<file path="config.mk">
export PLATFORM = sky130hd
export DESIGN_NAME = ucc_top
export DESIGN_NICKNAME = d
export VERILOG_FILES = /design/src/ucc_pkg.sv /design/src/ucc_top.sv
export SDC_FILE = /design/constraint.sdc
export NUM_CORES = 1
export LEC_CHECK = 0
export ABC_CLOCK_PERIOD_IN_PS = 5100
export BUFFER_PORTS_ARGS = -buffer_cell sky130_fd_sc_hd__buf_2
export CORE_UTILIZATION = 50
export CTS_CLUSTER_DIAMETER = 120
export DETAILED_ROUTE_END_ITERATION = 7
export PLACE_DENSITY = 0.81
export SYNTH_ARGS = -nofsm -noshare
export SYNTH_HDL_FRONTEND = slang
export SYNTH_SLANG_ARGS = --single-unit
</file>
<file path="constraint.sdc">
create_clock -name aclk -period 5.1 [get_ports aclk]
set_clock_uncertainty 0.2 [all_clocks]
set_input_delay 0.765 -clock aclk [delete_from_list [all_inputs] [get_ports aclk]]
set_output_delay 0.765 -clock aclk [all_outputs]
set_load 0.03 [all_outputs]
</file>
<file path="src/ucc_pkg.sv">
// shared constants, types and helpers of the channel command and clock-select block
`default_nettype none
package ucc_pkg;
    localparam int UCC_AW = 8;
    // register map, byte addresses
    localparam logic [2:0] UCC_REGION_CHAN = 3'h0;
    localparam logic UCC_CH_A = 1'b0;
    localparam logic UCC_CH_B = 1'b1;
    localparam logic [3:0] UCC_OFS_MODE = 4'h0;
    localparam logic [3:0] UCC_OFS_CSEL = 4'h4;
    localparam logic [3:0] UCC_OFS_CMD = 4'h8;
    localparam logic [3:0] UCC_OFS_STAT = 4'hC;
    localparam logic [7:0] UCC_ADDR_AUX = 8'h20;
    localparam logic [7:0] UCC_ADDR_IRQ = 8'h24;
    localparam logic [1:0] UCC_RESP_OKAY = 2'h0;
    localparam logic [1:0] UCC_RESP_SLVERR = 2'h2;
    // irq status bit of each channel's break change
    localparam int UCC_IRQ_BRK_A = 2;
    localparam int UCC_IRQ_BRK_B = 6;
    // parallel input sync vector positions
    localparam int UCC_PIN_TWO = 0;
    localparam int UCC_PIN_THREE = 1;
    localparam int UCC_PIN_FOUR = 2;
    localparam int UCC_PIN_FIVE = 3;
    localparam int UCC_NPIN = 4;
    // clock select codes
    localparam logic [2:0] UCC_EXT_PREFIX = 3'h7;
    localparam logic [3:0] UCC_EXT_X1 = 4'hF;
    localparam logic [4:0] UCC_BIT_LAST = 5'h0F;
    // aclk cycles per 16x tick at code 0, per rate set; shifted left by the code
    localparam logic [15:0] UCC_DIV_BASE0 = 16'h0003;
    localparam logic [15:0] UCC_DIV_BASE1 = 16'h0002;
    localparam logic [7:0] UCC_AUX_RST = 8'h00;
    localparam int UCC_AUX_SET_BIT = 7;
    // command fields
    localparam logic [1:0] UCC_TRX_EN = 2'h1;
    localparam logic [1:0] UCC_TRX_DIS = 2'h2;
    typedef enum logic [2:0] {
        UCC_MISC_NONE = 3'b000,
        UCC_MISC_PTR_RST = 3'b001,
        UCC_MISC_RX_RST = 3'b010,
        UCC_MISC_TX_RST = 3'b011,
        UCC_MISC_ERR_RST = 3'b100,
        UCC_MISC_BRK_CLR = 3'b101,
        UCC_MISC_BRK_START = 3'b110,
        UCC_MISC_BRK_STOP = 3'b111
    } ucc_misc_e;
    typedef struct packed {
        logic unused;
        ucc_misc_e misc;
        logic [1:0] tx;
        logic [1:0] rx;
    } ucc_cmd_s;
    typedef struct packed {
        logic [3:0] rx_code;
        logic [3:0] tx_code;
    } ucc_csel_s;
    typedef struct packed {
        logic [2:0] region;
        logic chan;
        logic [3:0] ofs;
    } ucc_addr_s;
    typedef enum logic [2:0] {
        UCC_BRK_IDLE = 3'b000,
        UCC_BRK_WAIT = 3'b001,
        UCC_BRK_DELAY = 3'b010,
        UCC_BRK_ON = 3'b011,
        UCC_BRK_MARK = 3'b100
    } ucc_brk_e;
    // levels and pulses from the serial engines of one channel
    typedef struct packed {
        logic tx_busy;
        logic tx_hold_free;
        logic tx_all_empty;
        logic rx_char_avail;
        logic rx_queue_full;
        logic [3:0] err_set;
        logic break_change;
    } ucc_evt_s;
    // controls to the serial engines of one channel
    typedef struct packed {
        logic rx_en;
        logic tx_en;
        logic rx_flush;
        logic rx_queue_reset;
        logic rx_tick;
        logic tx_tick;
        logic rx_ext;
        logic tx_ext;
        logic rx_x1;
        logic tx_x1;
        logic tx_break;
        logic tx_mark_hold;
        logic [7:0] mode_first;
        logic [7:0] mode_second;
    } ucc_ctl_s;
    typedef struct packed {
        logic [7:0] mode_first;
        logic [7:0] mode_second;
        logic ptr_second;
        ucc_csel_s csel;
        logic rx_en;
        logic tx_en;
        logic tx_dis_pend;
        logic [3:0] errs;
        logic brk_chg;
        logic [15:0] rx_div;
        logic [15:0] tx_div;
        logic rx_tick;
        logic tx_tick;
        logic rx_ext_d;
        logic tx_ext_d;
        ucc_brk_e brk;
        logic [4:0] bit_cnt;
        logic rx_qrst;
        logic rx_flush;
    } ucc_chan_st_s;
    localparam ucc_chan_st_s UCC_CHAN_RST = '0;
    typedef struct packed {
        logic bvalid;
        logic [1:0] bresp;
        logic rvalid;
        logic [1:0] rresp;
        logic [31:0] rdata;
        logic [7:0] aux;
        logic [UCC_NPIN-1:0] sync1;
        logic [UCC_NPIN-1:0] sync2;
    } ucc_top_st_s;
    localparam ucc_top_st_s UCC_TOP_RST = '0;

    function automatic logic [15:0] ucc_reload(input logic set, input logic [3:0] code);
        logic [15:0] b;
        b = set ? UCC_DIV_BASE1 : UCC_DIV_BASE0;
        return (b << code) - 16'h0001;
    endfunction

    // returns {tick, next count}; external source ticks on each rising pin edge
    function automatic logic [16:0] ucc_tick_step(input logic ext_sel, input logic ext_now,
            input logic ext_last, input logic [15:0] cnt, input logic [15:0] reload);
        logic [16:0] r;
        if (ext_sel) begin
            r = {ext_now & ~ext_last, cnt};
        end else if (cnt == 16'h0000) begin
            r = {1'b1, reload};
        end else begin
            r = {1'b0, cnt - 16'h0001};
        end
        return r;
    endfunction
endpackage
`default_nettype wire

</file>
<file path="src/ucc_top.sv">
// two-channel serial controller: mode pointer, clock select, command decode, register slave
// How it works
// - reset or pointer-reset command points the mode pointer at the first mode register
// - any access to the first mode register moves the pointer to the second
// - accesses to the second mode register leave the pointer where it is
// - channel B uses the same mode register meanings for its own engines
// - rate-set bit of aux control picks which of two rate tables codes index
// - receiver clock is 16x selected rate; code 1111 takes an external 1x clock
// - transmitter clock is 16x selected rate; code 1111 takes an external 1x clock
// - channel A receiver clock code 111x takes its clock from parallel input four
// - channel A transmitter clock code 111x takes its clock from parallel input three
// - channel B receiver clock code 111x takes its clock from parallel input two
// - channel B transmitter clock code 111x takes its clock from parallel input five
// - all commands in one command write are executed; host avoids conflicting ones
// - top bit of a command write is ignored
// - misc code 000 does nothing, 001 resets the mode pointer
// - code 010 disables receiver now, clears ready and full, resets queue pointer
// - code 011 disables transmitter now and clears its ready and empty status
// - code 100 clears break, parity, framing and overrun flags of the status
// - code 101 clears the channel break-change bit of irq status
// - code 110 forces serial out low after current and held characters finish
// - code 111 releases break within two bit times, then one bit of mark
// - transmitter field 01 enables; 10 disables after the current character ends
// - receiver field 10 stops at once, dropping partial characters; 01 enables
//
// The placing of the registers and the AXI4-Lite interface to the registers were decided locally.
`default_nettype none

module ucc_chan
    import ucc_pkg::*;
(
    input wire logic aclk,
    input wire logic aresetn,
    input wire logic acr_set,
    input wire logic ext_rx,
    input wire logic ext_tx,
    input wire logic wr_mode,
    input wire logic wr_csel,
    input wire logic wr_cmd,
    input wire logic acc_mode,
    input wire logic [7:0] wdata,
    input wire ucc_pkg::ucc_evt_s evt,
    output ucc_pkg::ucc_ctl_s ctl,
    output logic [7:0] mode_rdata,
    output logic [7:0] status,
    output logic brk_change
);
    ucc_chan_st_s s;
    ucc_chan_st_s next_s;
    ucc_cmd_s cmd;
    logic clr_err;
    logic clr_brk;
    logic brk_start;
    logic brk_stop;
    logic bit_end;

    assign cmd = ucc_cmd_s'(wdata); // cmd.unused is never read
    assign clr_err = wr_cmd && cmd.misc == UCC_MISC_ERR_RST;
    assign clr_brk = wr_cmd && cmd.misc == UCC_MISC_BRK_CLR;
    assign brk_start = wr_cmd && cmd.misc == UCC_MISC_BRK_START;
    assign brk_stop = wr_cmd && cmd.misc == UCC_MISC_BRK_STOP;
    assign bit_end = s.tx_tick && (s.csel.tx_code == UCC_EXT_X1 || s.bit_cnt == UCC_BIT_LAST);

    always_comb begin
        next_s = s;
        next_s.rx_flush = 1'b0;
        next_s.rx_qrst = 1'b0;
        // 16x from the divider or a synced rising pin edge; 1x codes count each rising edge as a bit
        {next_s.rx_tick, next_s.rx_div} = ucc_tick_step(s.csel.rx_code[3:1] == UCC_EXT_PREFIX,
            ext_rx, s.rx_ext_d, s.rx_div, ucc_reload(acr_set, s.csel.rx_code));
        {next_s.tx_tick, next_s.tx_div} = ucc_tick_step(s.csel.tx_code[3:1] == UCC_EXT_PREFIX,
            ext_tx, s.tx_ext_d, s.tx_div, ucc_reload(acr_set, s.csel.tx_code));
        next_s.rx_ext_d = ext_rx;
        next_s.tx_ext_d = ext_tx;
        if (s.tx_tick) begin
            next_s.bit_cnt = bit_end ? 5'h00 : 5'(s.bit_cnt + 5'h01);
        end
        // engine events win over a clear in the same cycle
        next_s.errs = (s.errs & ~{4{clr_err}}) | evt.err_set;
        next_s.brk_chg = (s.brk_chg & ~clr_brk) | evt.break_change;
        if (s.tx_dis_pend && !evt.tx_busy) begin
            next_s.tx_en = 1'b0;
            next_s.tx_dis_pend = 1'b0;
        end
        if (wr_mode) begin
            if (s.ptr_second) begin
                next_s.mode_second = wdata;
            end else begin
                next_s.mode_first = wdata;
            end
        end
        if (acc_mode) begin
            next_s.ptr_second = 1'b1;
        end
        if (wr_csel) begin
            next_s.csel = ucc_csel_s'(wdata);
        end
        if (wr_cmd) begin
            // every field of the word acts; misc resets come last and win
            if (cmd.rx == UCC_TRX_EN) begin
                next_s.rx_en = 1'b1;
            end else if (cmd.rx == UCC_TRX_DIS) begin
                next_s.rx_en = 1'b0;
                next_s.rx_flush = 1'b1;
            end
            if (cmd.tx == UCC_TRX_EN) begin
                next_s.tx_en = 1'b1;
                next_s.tx_dis_pend = 1'b0;
            end else if (cmd.tx == UCC_TRX_DIS) begin
                if (evt.tx_busy) begin
                    next_s.tx_dis_pend = 1'b1;
                end else begin
                    next_s.tx_en = 1'b0;
                end
            end
            unique case (cmd.misc)
                UCC_MISC_NONE: begin
                end
                UCC_MISC_PTR_RST: begin
                    next_s.ptr_second = 1'b0;
                end
                UCC_MISC_RX_RST: begin
                    next_s.rx_en = 1'b0;
                    next_s.rx_flush = 1'b1;
                    next_s.rx_qrst = 1'b1;
                end
                UCC_MISC_TX_RST: begin
                    next_s.tx_en = 1'b0;
                    next_s.tx_dis_pend = 1'b0;
                end
                UCC_MISC_ERR_RST: begin
                end
                UCC_MISC_BRK_CLR: begin
                end
                UCC_MISC_BRK_START: begin
                end
                UCC_MISC_BRK_STOP: begin
                end
            endcase
        end
        unique case (s.brk)
            UCC_BRK_IDLE: begin
                if (brk_start) begin
                    next_s.brk = UCC_BRK_WAIT;
                end
            end
            UCC_BRK_WAIT: begin
                // busy covers the shifting and the held character
                if (brk_stop) begin
                    next_s.brk = UCC_BRK_IDLE;
                end else if (!evt.tx_busy) begin
                    next_s.brk = UCC_BRK_DELAY;
                    next_s.bit_cnt = 5'h00;
                end
            end
            UCC_BRK_DELAY: begin
                if (brk_stop) begin
                    next_s.brk = UCC_BRK_IDLE;
                end else if (bit_end) begin
                    next_s.brk = UCC_BRK_ON;
                end
            end
            UCC_BRK_ON: begin
                if (brk_stop) begin
                    next_s.brk = UCC_BRK_MARK;
                    next_s.bit_cnt = 5'h00;
                end
            end
            UCC_BRK_MARK: begin
                // one full bit of mark before the next character
                if (bit_end) begin
                    next_s.brk = UCC_BRK_IDLE;
                end else if (brk_start) begin
                    next_s.brk = UCC_BRK_WAIT;
                end
            end
            default: begin
                next_s.brk = UCC_BRK_IDLE;
            end
        endcase
    end

    always_ff @(posedge aclk) begin
        if (!aresetn) begin
            s <= UCC_CHAN_RST;
        end else begin
            s <= next_s;
        end
    end

    always_comb begin
        ctl.rx_en = s.rx_en;
        ctl.tx_en = s.tx_en;
        ctl.rx_flush = s.rx_flush;
        ctl.rx_queue_reset = s.rx_qrst;
        ctl.rx_tick = s.rx_tick;
        ctl.tx_tick = s.tx_tick;
        ctl.rx_ext = s.csel.rx_code[3:1] == UCC_EXT_PREFIX;
        ctl.tx_ext = s.csel.tx_code[3:1] == UCC_EXT_PREFIX;
        ctl.rx_x1 = s.csel.rx_code == UCC_EXT_X1;
        ctl.tx_x1 = s.csel.tx_code == UCC_EXT_X1;
        ctl.tx_break = s.brk == UCC_BRK_ON;
        ctl.tx_mark_hold = s.brk == UCC_BRK_MARK;
        ctl.mode_first = s.mode_first;
        ctl.mode_second = s.mode_second;
    end

    assign mode_rdata = s.ptr_second ? s.mode_second : s.mode_first;
    // tx ready and empty are only live while the transmitter is enabled; a queue reset masks rx ready and full for one cycle
    assign status = {s.errs, evt.tx_all_empty & s.tx_en, evt.tx_hold_free & s.tx_en,
        evt.rx_queue_full & ~s.rx_qrst, evt.rx_char_avail & ~s.rx_qrst};
    assign brk_change = s.brk_chg;
endmodule

module ucc_top
    import ucc_pkg::*;
(
    input wire logic aclk,
    input wire logic aresetn,
    input wire logic [ucc_pkg::UCC_AW-1:0] awaddr,
    input wire logic awvalid,
    output logic awready,
    input wire logic [31:0] wdata,
    input wire logic [3:0] wstrb,
    input wire logic wvalid,
    output logic wready,
    output logic [1:0] bresp,
    output logic bvalid,
    input wire logic bready,
    input wire logic [ucc_pkg::UCC_AW-1:0] araddr,
    input wire logic arvalid,
    output logic arready,
    output logic [31:0] rdata,
    output logic [1:0] rresp,
    output logic rvalid,
    input wire logic rready,
    input wire logic par_in_two,
    input wire logic par_in_three,
    input wire logic par_in_four,
    input wire logic par_in_five,
    input wire ucc_pkg::ucc_evt_s evt_a,
    input wire ucc_pkg::ucc_evt_s evt_b,
    output ucc_pkg::ucc_ctl_s ctl_a,
    output ucc_pkg::ucc_ctl_s ctl_b
);
    ucc_top_st_s s;
    ucc_top_st_s next_s;
    ucc_addr_s wa;
    ucc_addr_s ra;
    logic wr_take;
    logic rd_take;
    logic wr_lane;
    logic wr_ch;
    logic rd_ch;
    logic [1:0] wr_mode;
    logic [1:0] wr_csel;
    logic [1:0] wr_cmd;
    logic [1:0] acc_mode;
    logic [7:0] mode_rd [2];
    logic [7:0] stat [2];
    logic [1:0] brk_chg;
    logic [7:0] irq_status;

    assign wa = ucc_addr_s'(awaddr);
    assign ra = ucc_addr_s'(araddr);
    // one write and one read at a time; a write wins the cycle so the pointer moves once
    assign wr_take = awvalid && wvalid && !s.bvalid;
    assign rd_take = arvalid && !s.rvalid && !wr_take;
    assign awready = wr_take;
    assign wready = wr_take;
    assign arready = rd_take;
    assign wr_lane = wr_take && wstrb[0];
    assign wr_ch = wa.region == UCC_REGION_CHAN;
    assign rd_ch = ra.region == UCC_REGION_CHAN;

    always_comb begin
        irq_status = 8'h00;
        irq_status[UCC_IRQ_BRK_A] = brk_chg[UCC_CH_A];
        irq_status[UCC_IRQ_BRK_B] = brk_chg[UCC_CH_B];
        for (int i = 0; i < 2; i++) begin
            wr_mode[i] = wr_lane && wr_ch && wa.chan == 1'(i) && wa.ofs == UCC_OFS_MODE;
            wr_csel[i] = wr_lane && wr_ch && wa.chan == 1'(i) && wa.ofs == UCC_OFS_CSEL;
            wr_cmd[i] = wr_lane && wr_ch && wa.chan == 1'(i) && wa.ofs == UCC_OFS_CMD;
            acc_mode[i] = wr_mode[i] ||
                (rd_take && rd_ch && ra.chan == 1'(i) && ra.ofs == UCC_OFS_MODE);
        end
    end

    always_comb begin
        next_s = s;
        // pins cross in two flops before any logic looks at them
        next_s.sync1 = {par_in_five, par_in_four, par_in_three, par_in_two};
        next_s.sync2 = s.sync1;
        if (s.bvalid && bready) begin
            next_s.bvalid = 1'b0;
        end
        if (s.rvalid && rready) begin
            next_s.rvalid = 1'b0;
        end
        if (wr_take) begin
            next_s.bvalid = 1'b1;
            next_s.bresp = UCC_RESP_OKAY;
            if (awaddr == UCC_ADDR_AUX) begin
                if (wstrb[0]) begin
                    next_s.aux = wdata[7:0];
                end
            end else if (!(wr_ch || awaddr == UCC_ADDR_IRQ)) begin
                next_s.bresp = UCC_RESP_SLVERR;
            end
        end
        if (rd_take) begin
            next_s.rvalid = 1'b1;
            next_s.rresp = UCC_RESP_OKAY;
            next_s.rdata = 32'h0000_0000;
            if (rd_ch) begin
                if (ra.ofs == UCC_OFS_MODE) begin
                    next_s.rdata[7:0] = mode_rd[ra.chan];
                end else if (ra.ofs == UCC_OFS_STAT) begin
                    next_s.rdata[7:0] = stat[ra.chan];
                end else if (ra.ofs != UCC_OFS_CSEL && ra.ofs != UCC_OFS_CMD) begin
                    next_s.rresp = UCC_RESP_SLVERR;
                end
            end else if (araddr == UCC_ADDR_AUX) begin
                next_s.rdata[7:0] = s.aux;
            end else if (araddr == UCC_ADDR_IRQ) begin
                next_s.rdata[7:0] = irq_status;
            end else begin
                next_s.rresp = UCC_RESP_SLVERR;
            end
        end
    end

    always_ff @(posedge aclk) begin
        if (!aresetn) begin
            s <= UCC_TOP_RST;
        end else begin
            s <= next_s;
        end
    end

    assign bvalid = s.bvalid;
    assign bresp = s.bresp;
    assign rvalid = s.rvalid;
    assign rresp = s.rresp;
    assign rdata = s.rdata;

    ucc_chan u_chan_a (
        .aclk(aclk),
        .aresetn(aresetn),
        .acr_set(s.aux[UCC_AUX_SET_BIT]),
        .ext_rx(s.sync2[UCC_PIN_FOUR]),
        .ext_tx(s.sync2[UCC_PIN_THREE]),
        .wr_mode(wr_mode[UCC_CH_A]),
        .wr_csel(wr_csel[UCC_CH_A]),
        .wr_cmd(wr_cmd[UCC_CH_A]),
        .acc_mode(acc_mode[UCC_CH_A]),
        .wdata(wdata[7:0]),
        .evt(evt_a),
        .ctl(ctl_a),
        .mode_rdata(mode_rd[UCC_CH_A]),
        .status(stat[UCC_CH_A]),
        .brk_change(brk_chg[UCC_CH_A])
    );

    ucc_chan u_chan_b (
        .aclk(aclk),
        .aresetn(aresetn),
        .acr_set(s.aux[UCC_AUX_SET_BIT]),
        .ext_rx(s.sync2[UCC_PIN_TWO]),
        .ext_tx(s.sync2[UCC_PIN_FIVE]),
        .wr_mode(wr_mode[UCC_CH_B]),
        .wr_csel(wr_csel[UCC_CH_B]),
        .wr_cmd(wr_cmd[UCC_CH_B]),
        .acc_mode(acc_mode[UCC_CH_B]),
        .wdata(wdata[7:0]),
        .evt(evt_b),
        .ctl(ctl_b),
        .mode_rdata(mode_rd[UCC_CH_B]),
        .status(stat[UCC_CH_B]),
        .brk_change(brk_chg[UCC_CH_B])
    );
endmodule
`default_nettype wire

</file>
==> results of run 1 <==
-- cell type report --
cell class                      count  area (µm²)  share of cell area (%)
Multi-Input combinational cell   1066        6340                    53.8
Sequential cell                   186        3720                    31.6
Clock buffer                       17         425                    3.61
Clock inverter                     15         189                    1.60
Tap cell                          275         344                    2.92
Timing Repair Buffer              130         661                    5.61
Inverter                           25        96.3                   0.818
-- worst max-delay path, delay by kind of cell (launching register included) --
family                     cells  cell delay (ns)
AOI/OAI and AO/OA              3             0.75
adders and majority gates      1             0.24
DFF                            1             0.62
and+or+nand+nor                7             1.87
-- state kept, by name, indices dropped and copies added (netlist names) --
signal / cells
rresp: 1
u_chan_b.ctl: 22
u_chan_a.ctl: 22
rdata: 8
bvalid: 1
next_s: 4
bresp: 1
s: 12
rvalid: 1
u_chan_a.status: 4
u_chan_a.brk_change: 1
u_chan_a.s: 52
u_chan_b.status: 4
u_chan_b.brk_change: 1
u_chan_b.s: 52
-- synth_stat cells (7+ instances only) --
master	count
ha_1	8
nor3_1	37
nand2_1	169
and2_1	26
o21a_1	8
nand2b_1	22
o211ai_1	11
nor2b_1	16
buf_2	12
nand3_1	56
nor2_1	149
and3_1	19
or3_1	13
nor4_1	14
a211oi_1	21
a21oi_1	90
inv_1	24
nand4_1	11
nor3b_1	8
clkbuf_1	64
a31oi_1	51
and4_1	7
dfxtp_1	186
a41oi_1	9
o31ai_1	7
o21ai_0	60
or4_1	13
a311oi_1	7
buf_4	82
a22oi_1	10
or2_2	8
mux2i_1	46
-- power groups by stage --
stage               clock [W]  combinational (W)  sequential, W
floorplan                   0            0.00170        0.00183
global placement            0            0.00197        0.00188
detailed placement          0            0.00203        0.00189
CTS                   0.00137            0.00204        0.00186
global route          0.00144            0.00230        0.00190
finish                0.00136            0.00206        0.00187
-- cell usage in the layout, fill, tap and decap left out, types with 26 or more instances in the layout --
cell	Yosys	routed
a21oi_1	90	90
nand3_1	56	56
and2_1	26	26
nor2_1	149	149
dfxtp_1	186	186
a31oi_1	51	51
conb_1	1	26
buf_2	12	126
nand2_1	169	169
mux2i_1	46	46
nor3_1	37	37
o21ai_0	60	60
-- kinds of logic (layout without fill, tap and decap cells) --
family,after synthesis,count (layout),share of synthesized area (%)
xor+xnor,10,10,0.796
mux,51,51,4.70
flops,186,186,33.8
simple gates,617,617,28.8
compound gates,354,354,21.6
buf+inv,186,187,9.35
other cells,1,26,0.0341
fa+ha+maj,8,8,0.910
-- layer usage --
metal	share of wire (%)	global-route usage [%]	wire length [µm]	vias up
met5	0	0	0	-
met2	47	41.1	13700	414
met3	7.0	3.94	2050	55
li1	-	-	-	5064
met4	1.8	8.69	530	0
met1	45	35.5	13100	4905
-- per-stage QoR --
step	total power (W)	util [%]	hold WS, ns
2_1_floorplan	0.00353	-	0.212
3_3_place_gp	0.00385	52.5	0.216
3_5_place_dp	0.00392	52.5	0.229
4_1_cts	0.00527	55.4	0.241
5_1_grt	0.00564	55.4	0.257
6_report	0.00529	55.4	0.238
-- worst max path at each step --
stage,from,end,slack (ns)
after floorplan,awvalid,arready,1.80
final,u_chan_b.s[57],u_chan_b.s[26],1.35
after global routing,u_chan_a.s[57],u_chan_a.s[26],1.09
after CTS,u_chan_b.s[55],ctl_b[18],1.42
after detailed placement,u_chan_b.s[57],u_chan_b.s[26],1.45
after global placement,u_chan_b.s[57],u_chan_b.s[26],1.53
==> impl_metrics.py, run 1 <==
metrics = {
    "run_status": {
        "status": "complete, no violations",
    },
    "critical_path": {
        "end_kind": "flop",
        "path_max_fanout": 15,
        "cp_common_cell": "a31oi_1",
        "r2r_setup_slack_ns": 1.35,
        "cp_data_arrival_time_ns": 3.91,
        "cp_slowest_cell": "dfxtp_1",
        "crit_path_max_incr_delay_ns": 0.62,
        "worst_r2r_startpoint": "u_chan_b.s[57]",
        "start_kind": "flop",
        "crit_required_ns": 5.26,
        "path_class": "reg2reg",
        "crit_chain": "nor4_1 -> nand4_1 -> nor2_1 -> a31oi_1 -> ha_1 -> nand2b_1 -> or4_1 -> a211oi_2 -> nand2_1 -> or4b_1 -> a31oi_1",
        "reg2regPathDepth": 11,
        "r2r-end": "u_chan_b.s[26]",
    },
    "place": {
        "gp_congestion": 0.959,
        "dp.cells": 1682,
        "placed_cell_area_um2": 11200,
        "dp_slack_ns": 1.45,
        "io_buffers": 126,
        "dpl.hpwl_um": 21100,
    },
    "cells_and_area": {
        "drive_above_1_share_pct": 14.5,
        "syn_to_final_growth_pct": 7.10,
        "nNetsFinal": 1517,
        "nFillCells": 1947,
        "design_area_um2": 11800,
        "antenna_cells": 0,
        "fin_cells": 1714,
    },
    "worst_hold_path": {
        "hold_path_class": "reg2reg",
        "hold_start": "u_chan_a.s[45]",
        "min_to": "u_chan_a.s[45]",
        "min_delay_path_depth": 2,
    },
    "clock_network": {
        "cts_hold_buf": 0,
        "root_buffer": "clkbuf_16",
        "clock_path_buffers": 2,
        "cts_resized": 0,
        "clk-insertion-delay-late_ns": 0.44,
        "cts_made_buffers": 17,
        "cts_tree": "done",
        "clock-sinks": 186,
        "clk_pin_slew_ns": 0.08,
        "cts_setup_buffers": 0,
        "htree_levels": 4,
    },
    "die": {
        "rows": 53,
        "ioPinCount": 180,
        "core-area_um2": 21300,
        "start_util_pct": 51.7,
        "fp.dieH_um": 150,
        "die_w_um": 150,
        "die_area_um2": 22600,
    },
    "synthesis": {
        "netlist_area_um2": 11000,
        "ys_seq_area_share_pct": 33.8,
        "async_flop_share_pct": 0,
        "yosysWarningCount": 0,
        "synth_ff_type": "dfxtp_1",
        "postSynthAreaPerCell_um2": 7.79,
        "synthCells": 1413,
        "synth_top_area_cell": "dfxtp_1",
        "yosysTopAreaCellShare_pct": 33.8,
        "ys_top_cells_by_area": "dfxtp_1 (34%), nand2_1 (5.8%), buf_4 (5.6%), nor2_1 (5.1%), mux2i_1 (4.2%)",
        "synthDistinctLibCells": 87,
        "synth_edf_count": 0,
        "ys_ff_latch": 186,
    },
    "timing": {
        "relSlewSlack_pct": 39.6,
        "min_period_over_period_pct": 73.5,
        "fmax_mhz": 267,
        "drv_slew": 0,
        "timing.final.ws_setup_ns": 1.35,
        "fin_crit_ns": 3.75,
        "tightest_slew_ns": 0.901,
        "setup_tns_ns": 0,
        "rsz0062_at_grt": "false",
        "finalHoldViolations": 0,
        "finalSetupViolations": 0,
    },
    "routing": {
        "drt_iter0_drc": 982,
        "avgViaCountPerCell": 6.09,
        "drt_first_pass_iters": 5,
        "wl_per_cell_um": 17.2,
        "ant_nets": 0,
        "drcViolationCount": 0,
        "vias": 10400,
        "wirelength_um": 29400,
    },
    "pwr": {
        "pwr-share-comb_pct": 39.0,
        "power.density_nw_per_um2": 449,
        "seq_power_share_pct": 35.3,
        "swShare_pct": 40.6,
        "p_leak_nw": 4.58,
        "ir_drop_uv": 301,
        "power.switching_w": 0.00215,
        "clkPwrFrac_pct": 25.7,
        "p_int_w": 0.00314,
    },
    "grt": {
        "grt_max_degree": 71,
        "grt_use_total_pct": 25.8,
        "grt_pass1_vias": 9398,
        "grt-ovfl-total": 0,
        "antenna_found_initial": 0,
        "grt_pass1_wl_um": 46800,
    },
    "run": {
        "cap_violations": 0,
    },
}
Note: power is estimated with default switching activity, not from simulation.
==> inputs of run 2 (changes only) <==
Settings changed: ABC_CLOCK_PERIOD_IN_PS 5100 to 3000, PLACE_DENSITY 0.81 to 0.84.
Clock period 5.1 ns to 3 ns, I/O delays scaled along.
==> impl_metrics.py, run 2 (synthesized netlist as in run 1, its figures left out) <==
metrics = {
    "grt": {
        "grt_max_degree": 89,
        "grt-ovfl-total": 0,
        "grt_pass1_wl_um": 49700,
        "grt_use_total_pct": 27.6,
        "antenna_found_initial": 0,
        "grt_pass1_vias": 9971,
    },
    "die": {
        "ioPinCount": 180,
        "fp.dieH_um": 150,
        "core-area_um2": 21300,
        "die_area_um2": 22600,
        "die_w_um": 150,
        "rows": 53,
        "start_util_pct": 51.7,
    },
    "timing": {
        "tightest_slew_ns": 0.736,
        "setup_tns_ns": 0,
        "relSlewSlack_pct": 49.7,
        "fmax_mhz": 341,
        "min_period_over_period_pct": 97.8,
        "fin_crit_ns": 2.93,
        "finalSetupViolations": 0,
        "drv_slew": 0,
        "finalHoldViolations": 0,
        "timing.final.ws_setup_ns": 0.0660,
        "rsz0062_at_grt": "true",
    },
    "cells_and_area": {
        "final_common_cell": "nand2_1",
        "fin_util_pct": 60.1,
        "nNetsFinal": 1627,
        "antenna_cells": 0,
        "final_cell_mix": "nand2_1 (168), dfxtp_1 (166), nor2_1 (147)",
        "drive_above_1_share_pct": 23.0,
        "nFillCells": 1794,
        "reg_top3": "u_chan_a.s: 52 flops, u_chan_b.s: 52 flops",
        "syn_to_final_growth_pct": 16.4,
    },
    "clock_network": {
        "cts_made_buffers": 17,
        "clk-insertion-delay-late_ns": 0.44,
        "clock-sinks": 186,
        "clk_pin_slew_ns": 0.08,
        "htree_levels": 4,
        "root_buffer": "clkbuf_16",
        "clock_path_buffers": 2,
        "cts_tree": "done",
    },
    "pwr": {
        "seq_power_share_pct": 31.6,
        "swShare_pct": 39.7,
        "p_leak_nw": 5.16,
        "ir_drop_uv": 411,
        "p_int_w": 0.00604,
        "power.total_w": 0.0100,
        "clkPwrFrac_pct": 23.0,
        "power.density_nw_per_um2": 783,
        "power.switching_w": 0.00398,
        "pwr-share-comb_pct": 45.3,
    },
    "routing": {
        "avgViaCountPerCell": 6.12,
        "wl_per_cell_um": 17.5,
        "ant_nets": 0,
        "drt_iter0_drc": 1090,
        "drt_first_pass_iters": 7,
        "vias": 11200,
        "drcViolationCount": 0,
        "wirelength_um": 32000,
    },
    "run": {
        "cap_violations": 0,
    },
    "critical_path": {
        "crit_required_ns": 3.13,
        "end_kind": "flop",
        "start_kind": "flop",
        "cp_data_arrival_time_ns": 3.06,
        "path_class": "reg2reg",
        "path_max_fanout": 5,
    },
    "worst_hold_path": {
        "hold_path_class": "in2reg",
    },
    "place": {
        "gp_congestion": 0.976,
        "dpl.hpwl_um": 23000,
        "io_buffers": 126,
        "dp_slack_ns": -0.0135,
    },
    "run_status": {
        "status": "complete, no violations",
    },
}
## run 2: changes by cell type in the layout (fill, tap and decap cells not counted), sizes merged
cell,delta
dlygate4sd3,+1
clkinvlp,+1
inv,-1
buf,+109
## run 2: power by group through the flow
| stage | clock [W] | sequential [W] | combinational (W) |
|---|---|---|---|
| final | 0.00231 | 0.00317 | 0.00454 |
| after global placement | 0 | 0.00315 | 0.00411 |
| after CTS | 0.00234 | 0.00313 | 0.00428 |
| after detailed placement | 0 | 0.00317 | 0.00422 |
| after global routing | 0.00244 | 0.00321 | 0.00495 |
| after floorplan | 0 | 0.00312 | 0.00292 |
## run 2: metal layers
metal | wire length [µm] | global-route usage [%] | share of wire, % | up-vias
met3 | 2780 | 5.18 | 8.7 | 71
met5 | 0 | 0 | 0 | -
li1 | - | - | - | 5272
met1 | 13300 | 36.4 | 42 | 5255
met4 | 757 | 8.69 | 2.4 | 0
met2 | 15200 | 45.2 | 47 | 559
## run 2: worst max-delay path: stages, from the launching register on
cell and delay (ns):
dfxtp_1 0.36, nor4_2 0.35, nand3_1 0.18, nor2_2 0.23, a31oi_1 0.13, ha_1 0.25
nor3b_4 0.16, nand2_1 0.07, a31o_2 0.13, a2111oi_4 0.07, buf_4 0.18, and4_1 0.17
or3_1 0.35
## run 2: timing repair
action                                 CTS  global route
buffers inserted                         2             1
resized for setup                        7            36
setup endpoints to repair                3            11
pin swaps                                4             9
endpoints found under the hold margin    1             0
hold buffers                             1             0
## run 2: final timing paths
kind | slack, ns | end | start | depth (start not counted)
hold / removal | 0.02 | u_chan_b.status[7] | evt_b[4] | 3
setup / recovery | 0.07 | u_chan_a.s[26] | u_chan_a.s[57] | 12
setup reg to reg | 0.07 | u_chan_a.s[26] | u_chan_a.s[57] | 12
hold reg to reg | 0.23 | s[1] | next_s[1] | 1
## run 2: cell type report
type | count | area [µm²] | area share [%]
clock inverters | 15 | 193 | 1.51
inverters | 25 | 96.3 | 0.753
repair buffers | 240 | 1510 | 11.8
flip-flops and latches | 186 | 3750 | 29.3
clock buffers | 17 | 425 | 3.32
well taps | 275 | 344 | 2.69
multi-input cells | 1066 | 6480 | 50.6
## run 2: stage by stage
stage	area [µm²]	hold slack, ns	std cells
floorplan	11100	0.212	1438
global placement	12000	0.217	1788
detailed placement	12000	0.222	1788
CTS	12700	0.00576	1823
global route	12800	0.00714	1824
finish	12800	0.0177	1824
